## src/include/adc_pkg.sv

```systemverilog
`default_nettype none

package adc_pkg;

    // ------------------------------------------------------------------
    // Word layout of the serial result.
    // ------------------------------------------------------------------
    localparam int WORD_BITS = 32;
    localparam int RESULT_BITS = 23;
    localparam int ADDR_BITS = 5;
    localparam int CTRL_BITS = 3;
    localparam int RX_BITS = 8;
    localparam int NUM_CHANNELS = 16;
    localparam int PAIR_COUNT = 8;
    localparam int VALUE_BITS = 25;
    localparam int SYNC_STAGES = 3;

    // Bit positions inside the 32-bit word.
    localparam int POS_DONE = 31;
    localparam int POS_FILLER = 30;
    localparam int POS_SIGN = 29;
    localparam int POS_RESULT_MSB = 28;
    localparam int POS_RESULT_LSB = 6;
    localparam int POS_TAG_MSB = 5;
    localparam int POS_TAG_LSB = 1;
    localparam int POS_PARITY = 0;

    // Edge counts and codes.
    localparam logic [5:0] LAST_FALL = 6'h1F;
    localparam logic [5:0] RX_LAST_RISE = 6'h08;
    localparam logic [5:0] CNT_ZERO = 6'h00;
    localparam logic [2:0] CTRL_UPDATE = 3'h5;
    localparam logic FILLER_VALUE = 1'h0;

    // Clamp codes of the result field and full-scale thresholds of the value.
    localparam logic [22:0] OVER_CODE = 23'h400000;
    localparam logic [22:0] UNDER_CODE = 23'h3FFFFF;
    localparam logic signed [24:0] FS_POS = 25'sh0400000;
    localparam logic signed [24:0] FS_NEG = -25'sh0400000;

    // Reset values.
    localparam logic [31:0] WORD_RESET = 32'h80000000;

    // ------------------------------------------------------------------
    // Types.
    // ------------------------------------------------------------------
    typedef struct packed {
        logic single_ended_select;
        logic polarity;
        logic [2:0] pair_index;
    } chan_addr_s;

    localparam chan_addr_s ADDR_RESET = 5'h00;

    typedef struct packed {
        logic cs_n;
        logic sck;
        logic sdi;
    } link_in_s;

    typedef struct packed {
        logic [15:0] pos_sel;
        logic [15:0] neg_sel;
        logic neg_common;
    } mux_sel_s;

    typedef enum logic {
        ST_CONVERT,
        ST_READY
    } conv_state_e;

endpackage

`default_nettype wire

```

## src/rtl/adc_serial_port.sv

```systemverilog
`timescale 1ns/100ps
`default_nettype none

module adc_serial_port (
    // Clock and reset.
    input wire logic sys_clk_i,
    input wire logic sys_rst_i,
    // Serial link pins from the host.
    input wire adc_pkg::link_in_s link_i,
    // Serial data out, with an active-low output enable.
    output logic sdo_o,
    output logic sdo_oe_n_o,
    // Conversion engine handshake.
    output logic conv_start_o,
    input wire logic conv_done_i,
    input wire logic signed [24:0] conv_value_i,
    // Input multiplexer selection.
    output adc_pkg::chan_addr_s conv_addr_o,
    output adc_pkg::mux_sel_s mux_sel_o,
    // Status.
    output logic converting_o
);
    import adc_pkg::*;

    // ------------------------------------------------------------------
    // Pin synchronisers.
    // ------------------------------------------------------------------

    // Three stages per pin; the first stage only feeds the second.
    logic [2:0] sync1_r;
    logic [2:0] sync2_r;
    logic [2:0] sync3_r;
    logic [2:0] pin_r;
    logic [2:0] pin_prev_r;

    genvar b;
    generate
        for (b = 0; b < 3; b++) begin : g_sync
            // A change counts only once the second and third stages agree.
            always_ff @(posedge sys_clk_i or posedge sys_rst_i) begin
                if (sys_rst_i) begin
                    sync1_r[b] <= 1'h1;
                    sync2_r[b] <= 1'h1;
                    sync3_r[b] <= 1'h1;
                    pin_r[b] <= 1'h1;
                end else begin
                    sync1_r[b] <= link_i[b];
                    sync2_r[b] <= sync1_r[b];
                    sync3_r[b] <= sync2_r[b];
                    if (sync2_r[b] == sync3_r[b]) begin
                        pin_r[b] <= sync3_r[b];
                    end
                end
            end
        end
    endgenerate

    // Previous filtered level, for edge detection.
    always_ff @(posedge sys_clk_i or posedge sys_rst_i) begin
        if (sys_rst_i) begin
            pin_prev_r <= 3'h7;
        end else begin
            pin_prev_r <= pin_r;
        end
    end

    link_in_s pins;
    link_in_s pins_prev;
    logic selected;
    logic sck_rise;
    logic sck_fall;

    assign pins = pin_r;
    assign pins_prev = pin_prev_r;
    assign selected = !pins.cs_n;
    // Clock edges count only while chip select is low.
    assign sck_rise = selected && pins.sck && !pins_prev.sck;
    assign sck_fall = selected && !pins.sck && pins_prev.sck;

    // ------------------------------------------------------------------
    // Conversion state.
    // ------------------------------------------------------------------

    conv_state_e state_r;
    logic start_r;
    logic read_end;
    logic [5:0] fall_cnt_r;
    logic [5:0] rise_cnt_r;
    chan_addr_s cur_addr_r;
    chan_addr_s next_addr_r;

    // The 32nd falling edge of a read closes it and starts the next conversion.
    assign read_end = sck_fall && (state_r == ST_READY) && (fall_cnt_r == LAST_FALL);

    // Reset enters conversion at once, so the first result needs no read.
    always_ff @(posedge sys_clk_i or posedge sys_rst_i) begin
        if (sys_rst_i) begin
            state_r <= ST_CONVERT;
        end else begin
            case (state_r)
                ST_CONVERT: begin
                    if (conv_done_i) begin
                        state_r <= ST_READY;
                    end
                end
                ST_READY: begin
                    if (read_end) begin
                        state_r <= ST_CONVERT;
                    end
                end
                default: begin
                    state_r <= ST_CONVERT;
                end
            endcase
        end
    end

    // One-cycle start pulse, also issued straight after reset.
    always_ff @(posedge sys_clk_i or posedge sys_rst_i) begin
        if (sys_rst_i) begin
            start_r <= 1'h1;
        end else begin
            start_r <= read_end;
        end
    end

    assign conv_start_o = start_r;
    assign converting_o = (state_r == ST_CONVERT);

    // ------------------------------------------------------------------
    // Channel address: pending and in use.
    // ------------------------------------------------------------------

    logic [7:0] rx_r;
    logic [7:0] rx_word;

    // The 8-bit host word arrives on the first eight rising edges.
    assign rx_word = {rx_r[6:0], pins.sdi};

    always_ff @(posedge sys_clk_i or posedge sys_rst_i) begin
        if (sys_rst_i) begin
            rx_r <= 8'h00;
        end else if (sck_rise && state_r == ST_READY && rise_cnt_r < RX_LAST_RISE) begin
            rx_r <= rx_word;
        end
    end

    // Rising edges of the current read; cleared when chip select rises.
    always_ff @(posedge sys_clk_i or posedge sys_rst_i) begin
        if (sys_rst_i) begin
            rise_cnt_r <= CNT_ZERO;
        end else if (!selected || read_end) begin
            rise_cnt_r <= CNT_ZERO;
        end else if (sck_rise && state_r == ST_READY && rise_cnt_r != LAST_FALL + 6'h01) begin
            rise_cnt_r <= rise_cnt_r + 6'h01;
        end
    end

    // Only pattern 101 loads; 100, 000 and anything else keep the old one.
    always_ff @(posedge sys_clk_i or posedge sys_rst_i) begin
        if (sys_rst_i) begin
            next_addr_r <= ADDR_RESET;
        end else if (sck_rise && state_r == ST_READY
                     && rise_cnt_r == RX_LAST_RISE - 6'h01
                     && rx_word[7:5] == CTRL_UPDATE) begin
            next_addr_r <= rx_word[4:0];
        end
    end

    // The pending address takes effect only as the next conversion begins.
    always_ff @(posedge sys_clk_i or posedge sys_rst_i) begin
        if (sys_rst_i) begin
            cur_addr_r <= ADDR_RESET;
        end else if (read_end) begin
            cur_addr_r <= next_addr_r;
        end
    end

    assign conv_addr_o = cur_addr_r;

    // Registered decode for the input multiplexer.
    chan_select_decoder u_decoder (
        .sys_clk_i(sys_clk_i),
        .sys_rst_i(sys_rst_i),
        .addr_i(cur_addr_r),
        .mux_sel_o(mux_sel_o)
    );

    // ------------------------------------------------------------------
    // Result word assembly.
    // ------------------------------------------------------------------

    logic sign_bit;
    logic [22:0] result_field;
    logic [31:0] word_nxt;
    logic [31:0] word_r;

    // Clamp beyond full scale; in range, the field is the low 23 bits.
    always_comb begin
        if (conv_value_i >= FS_POS) begin
            sign_bit = 1'h1;
            result_field = OVER_CODE;
        end else if (conv_value_i < FS_NEG) begin
            sign_bit = 1'h0;
            result_field = UNDER_CODE;
        end else begin
            // Zero is counted as positive, so it reads with the sign high.
            sign_bit = !conv_value_i[VALUE_BITS - 1];
            result_field = conv_value_i[RESULT_BITS - 1:0];
        end
    end

    // Done flag low, filler low, then sign, result, tag and even parity.
    always_comb begin
        word_nxt = '0;
        word_nxt[POS_DONE] = 1'h0;
        word_nxt[POS_FILLER] = FILLER_VALUE;
        word_nxt[POS_SIGN] = sign_bit;
        word_nxt[POS_RESULT_MSB:POS_RESULT_LSB] = result_field;
        word_nxt[POS_TAG_MSB:POS_TAG_LSB] = cur_addr_r;
        word_nxt[POS_PARITY] = ^word_nxt[WORD_BITS - 1:1];
    end

    // The word is captured once per conversion and kept for re-reads.
    always_ff @(posedge sys_clk_i or posedge sys_rst_i) begin
        if (sys_rst_i) begin
            word_r <= WORD_RESET;
        end else if (conv_done_i && state_r == ST_CONVERT) begin
            word_r <= word_nxt;
        end
    end

    // ------------------------------------------------------------------
    // Output shift register.
    // ------------------------------------------------------------------

    logic [31:0] shift_r;

    // Shifts on falling edges only; a read cut short restarts from bit 31.
    always_ff @(posedge sys_clk_i or posedge sys_rst_i) begin
        if (sys_rst_i) begin
            shift_r <= WORD_RESET;
        end else if (conv_done_i && state_r == ST_CONVERT) begin
            shift_r <= word_nxt;
        end else if (!selected) begin
            shift_r <= word_r;
        end else if (sck_fall && state_r == ST_READY) begin
            shift_r <= {shift_r[WORD_BITS - 2:0], 1'h0};
        end
    end

    // Falling edges of the current read; the 31st puts parity out.
    always_ff @(posedge sys_clk_i or posedge sys_rst_i) begin
        if (sys_rst_i) begin
            fall_cnt_r <= CNT_ZERO;
        end else if (!selected || read_end) begin
            fall_cnt_r <= CNT_ZERO;
        end else if (sck_fall && state_r == ST_READY) begin
            fall_cnt_r <= fall_cnt_r + 6'h01;
        end
    end

    // ------------------------------------------------------------------
    // Serial output pin.
    // ------------------------------------------------------------------

    // During conversion the pin shows a high done flag; it falls in the
    // cycle after completion, which lets the host use it as an interrupt.
    always_ff @(posedge sys_clk_i or posedge sys_rst_i) begin
        if (sys_rst_i) begin
            sdo_o <= 1'h1;
        end else if (read_end) begin
            sdo_o <= 1'h1;
        end else if (state_r == ST_CONVERT) begin
            // Done drops the flag at once; a stray done while reading is ignored.
            sdo_o <= !conv_done_i;
        end else begin
            sdo_o <= shift_r[WORD_BITS - 1];
        end
    end

    // The pin floats while chip select is high; low enable means driving.
    always_ff @(posedge sys_clk_i or posedge sys_rst_i) begin
        if (sys_rst_i) begin
            sdo_oe_n_o <= 1'h1;
        end else begin
            sdo_oe_n_o <= !selected;
        end
    end

endmodule

`default_nettype wire

```

## src/rtl/chan_select_decoder.sv

```systemverilog
`timescale 1ns/100ps
`default_nettype none

module chan_select_decoder (
    // Clock and reset.
    input wire logic sys_clk_i,
    input wire logic sys_rst_i,
    // Address in, registered selection out.
    input wire adc_pkg::chan_addr_s addr_i,
    output adc_pkg::mux_sel_s mux_sel_o
);
    import adc_pkg::*;

    mux_sel_s sel_nxt;

    // ------------------------------------------------------------------
    // One decode term per channel: even channels 2n, odd ones 2n+1.
    // ------------------------------------------------------------------
    genvar ch;
    generate
        for (ch = 0; ch < NUM_CHANNELS; ch++) begin : g_chan
            localparam logic [2:0] PAIR = 3'(ch / 2);
            localparam logic ODD = 1'(ch % 2);
            logic hit;
            assign hit = (addr_i.pair_index == PAIR);
            // Differential: even is positive unless polarity swaps the pair.
            // Single ended: the polarity bit picks the even or odd channel.
            assign sel_nxt.pos_sel[ch] = hit && (addr_i.polarity == ODD);
            assign sel_nxt.neg_sel[ch] = hit && !addr_i.single_ended_select
                                         && (addr_i.polarity != ODD);
        end
    endgenerate

    // The common input is the negative side only in single-ended mode.
    assign sel_nxt.neg_common = addr_i.single_ended_select;

    // Registered so that the analog switches never see decode glitches.
    always_ff @(posedge sys_clk_i or posedge sys_rst_i) begin
        if (sys_rst_i) begin
            mux_sel_o <= '{pos_sel: 16'h0001, neg_sel: 16'h0002, neg_common: 1'h0};
        end else begin
            mux_sel_o <= sel_nxt;
        end
    end

endmodule

`default_nettype wire

```

## config.mk

```make
export PLATFORM = sky130hd
export DESIGN_NAME = adc_serial_port
export DESIGN_NICKNAME = d
export VERILOG_FILES = /design/src/include/adc_pkg.sv /design/src/rtl/adc_serial_port.sv /design/src/rtl/chan_select_decoder.sv
export SDC_FILE = /design/constraint.sdc
export NUM_CORES = 1
export LEC_CHECK = 0
export CAP_MARGIN = 20
export CORE_MARGIN = 2
export CORE_UTILIZATION = 38
export DETAILED_ROUTE_END_ITERATION = 8
export DONT_BUFFER_PORTS = 1
export PLACE_DENSITY = 0.62
export SLEW_MARGIN = 15
export SYNTH_ARGS = -nofsm -noshare
export SYNTH_HDL_FRONTEND = slang
export SYNTH_HIERARCHICAL = 1
export SYNTH_SLANG_ARGS = --single-unit
```

## constraint.sdc

```tcl
create_clock -name sys_clk_i -period 3.83 [get_ports sys_clk_i]
set_clock_uncertainty 0.05 [all_clocks]
set_input_delay 0.766 -clock sys_clk_i [delete_from_list [all_inputs] [get_ports sys_clk_i]]
set_output_delay 0.766 -clock sys_clk_i [all_outputs]
set_load 0.01 [all_outputs]
```

==> summary.md <==
| Metric | Value |
|---|---|
| Status | completed |
| Via count | 3965 |
| Max VDD drop | 0.000327 V |
| DP HPWL | 7.93 mm |
| Ant diodes | 0 |
| Number of max-cap violations | 0 |
| Core area | 15300 um2 |
| Worst Path Arrival | 2.63 ns |
| Max Fclk | 420 MHz |
| Max Buffers Root-to-Sink | 2 |
| Crit path time final | 2.38 ns |
| Setup CP Type | flip-flop to flip-flop |
| Fin Setup TNS | 0 ns |
| Post-synth EDFFs | 0 |
| Vias/cell | 5.11 |
| First-pass GRT wire length | 20.0 mm |
| Largest net degree at the start of global routing | 76 |
| Top post-synthesis cells by area | dfrtp_1 (51%), dfstp_2 (8.7%), mux2i_1 (5.3%) |
| Total gr overflow | 0 |
| GR Util All Layers | 15.3% |
| Non-Filler Cell Area, Final | 6810 um2 |
| Post-CTS Hold Fix Bufs | 0 |
| Initial DRT Pass Iterations | 5 |
| Final setup violation count | 0 |
| Die width | 130 um |
| Die footprint | 16900 um2 |
| Hold/Removal Path Class | input pin to asynchronous set/reset pin |
| Clock Latency Late Sink | 0.42 ns |
| Nets | 587 |
| Synth async-reset ratio | 100% |
| IO Port Bufs | 0 |
| Sequential share of the synthesized area | 59.5% |
| Synthesis-to-finish area growth | 13.2% |
| Vias in the first global route | 3990 |
| CTS root buffer | clkbuf_16 |
| Initial antenna violation count | 0 |
| Clock Pin Slew Worst Setup and Hold Paths | 0.07 ns |
| PD cells | 510 nW/um2 |
| Netlist cell types | 43 |
| GPL Wtd Cong | 0.789 |
| Lkg Pwr | 3.27 nW |
| CTS tree | yes |
| RSZ-0062 raised after global routing | false |
| Post-synth top area cell | dfrtp_1 |
| Post-CTS Setup Bufs | 0 |
| CTS sink cnt | 142 |
| Count leader, synth | dfrtp_1 |
| Critical Path End Type | flip-flop |
| Cell area after synthesis | 6020 um2 |
| Worst EP required | 4.08 ns |
| Remaining DRCs | 0 |
| CP Max Fanout | 5 |
| Final worst-path cycle share | 62.1% |
| Design Power | 3.48 mW |
| Ports | 73 |
| Post-Syn Instances | 560 |
| Max_slew headroom | 37.8% |
| DR iter-0 viols | 247 |
| Setup crit start kind | flip-flop |
| Placement Cell Area | 6190 um2 |
| Worst Max-Slew Pin Slew | 0.921 ns |
| Mapped Nets | 595 |
| Die height | 130 um |
| Fin. max-slew vios | 0 |
| Total Wirelength | 12.0 mm |
| Top cell type's share of synthesized area | 50.7% |
| Wire length per cell | 15.5 um |
| Initial Util | 39.3% |
| Site Rows | 45 |
| H-tree levels | 4 |
| Cts bufs inserted | 17 |
| Antenna-violating nets left | 0 |
| Hold Fails Final Rpt | 0 |
| Post-cts sizing count | 0 |
| Synth Register Bits | 142 |
| Syn_area_per_cell | 10.7 um2 |
| Share of cells above drive strength 1 | 15.6% |
| Commonest cells post-synth | dfrtp_1 (122), nand2_1 (81), nor2_1 (74) |
| Top_reg_cell synth | dfrtp_1 |
| Synth warnings | 6 |
final timing paths:
check	from	end	slack, ns	cells after the start
worst max-delay path	state_r	next_addr_r[1]	1.45	4
worst min-delay path	sys_rst_i	u_decoder/mux_sel_o[18]	0.25	1
worst max register to register	state_r	next_addr_r[1]	1.45	4
worst min register to register	sync1_r[1]	sync2_r[1]	0.31	0
max in group asynchronous	sys_rst_i	word_r[20]	2.65	2
min in group sys_clk_i	link_i[1]	sync1_r[1]	0.29	0
sequential cells by signal, indices dropped and copies added (netlist names), 3 cells and up:
register	flops
next_addr_r	5
sync3_r	3
rx_r	7
pin_r	3
u_decoder/mux_sel_o	33
shift_r	32
sync1_r	3
rise_cnt_r	6
sync2_r	3
word_r	31
conv_addr_o	5
fall_cnt_r	6
layout make-up:
class | count | area [um2]
Clock inverter | 15 | 191
Multi-Input combinational cell | 378 | 2270
Sequential cell | 142 | 3580
Inverter | 7 | 28.8
Fill cell | 1457 | 8500
Tap cell | 211 | 264
Timing Repair Buffer | 6 | 57.6
Clock buffer | 17 | 425
worst max-delay path, cell delays in order (launching register included):
cell	delay [ns]
dfrtp_1	0.39
inv_1	0.16
nor4b_1	0.80
nand4_1	0.46
mux2_2	0.39
stage by stage:
step	utilization [%]	hold slack, ns	worst slack, ns	instances
final	44.5	0.254	1.45	776
after global placement	40.4	0.296	1.13	743
after floorplan	-	0.295	0.170	560
after detailed placement	40.4	0.297	1.10	743
after CTS	44.4	0.269	1.45	775
after global routing	44.5	0.260	1.26	776
cells in the final DEF (no fill, tap or decap), types with 2 or more instances in the layout:
cell,n
a21oi_1,38
buf_4,5
clkbuf_16,17
clkinv_8,6
dfrtp_1,122
dfstp_2,20
ha_1,4
inv_1,5
inv_6,4
inv_8,3
maj3_1,3
mux2_2,17
mux2i_1,32
nand2_1,81
nand2b_1,3
nand3_1,4
nand4_1,5
nor2_1,73
nor2b_1,2
nor3_1,9
o21ai_0,54
or2_2,3
or3_1,2
or3b_4,2
xnor2_1,16
xnor3_1,4
xor2_1,7
metal layers:
| layer | wire length (um) | up-vias | GRT usage (%) |
|---|---|---|---|
| li1 | - | 1868 | - |
| met1 | 5220 | 1996 | 18.8 |
| met2 | 6030 | 86 | 24.6 |
| met3 | 602 | 15 | 5.00 |
| met4 | 188 | 0 | 6.83 |
| met5 | 0 | - | 0 |
where the power goes:
part,switching [mW],internal [mW]
registers,0.0417,1.56
logic,0.127,0.109
clock network,0.745,0.891
total,0.914,2.56
logic make-up after synthesis:
| group | after synthesis | synth area share (%) |
|---|---|---|
| AO/OA/AOI/OAI | 99 | 8.63 |
| buffers and inverters | 40 | 3.02 |
| XOR/XNOR | 27 | 4.85 |
| AND/OR/NAND/NOR | 196 | 14.2 |
| multiplexers | 49 | 8.50 |
| adder cells (fa/ha/maj) | 7 | 1.33 |
| flip-flops | 142 | 59.5 |
No activity file was read; power rests on OpenSTA's default activity.
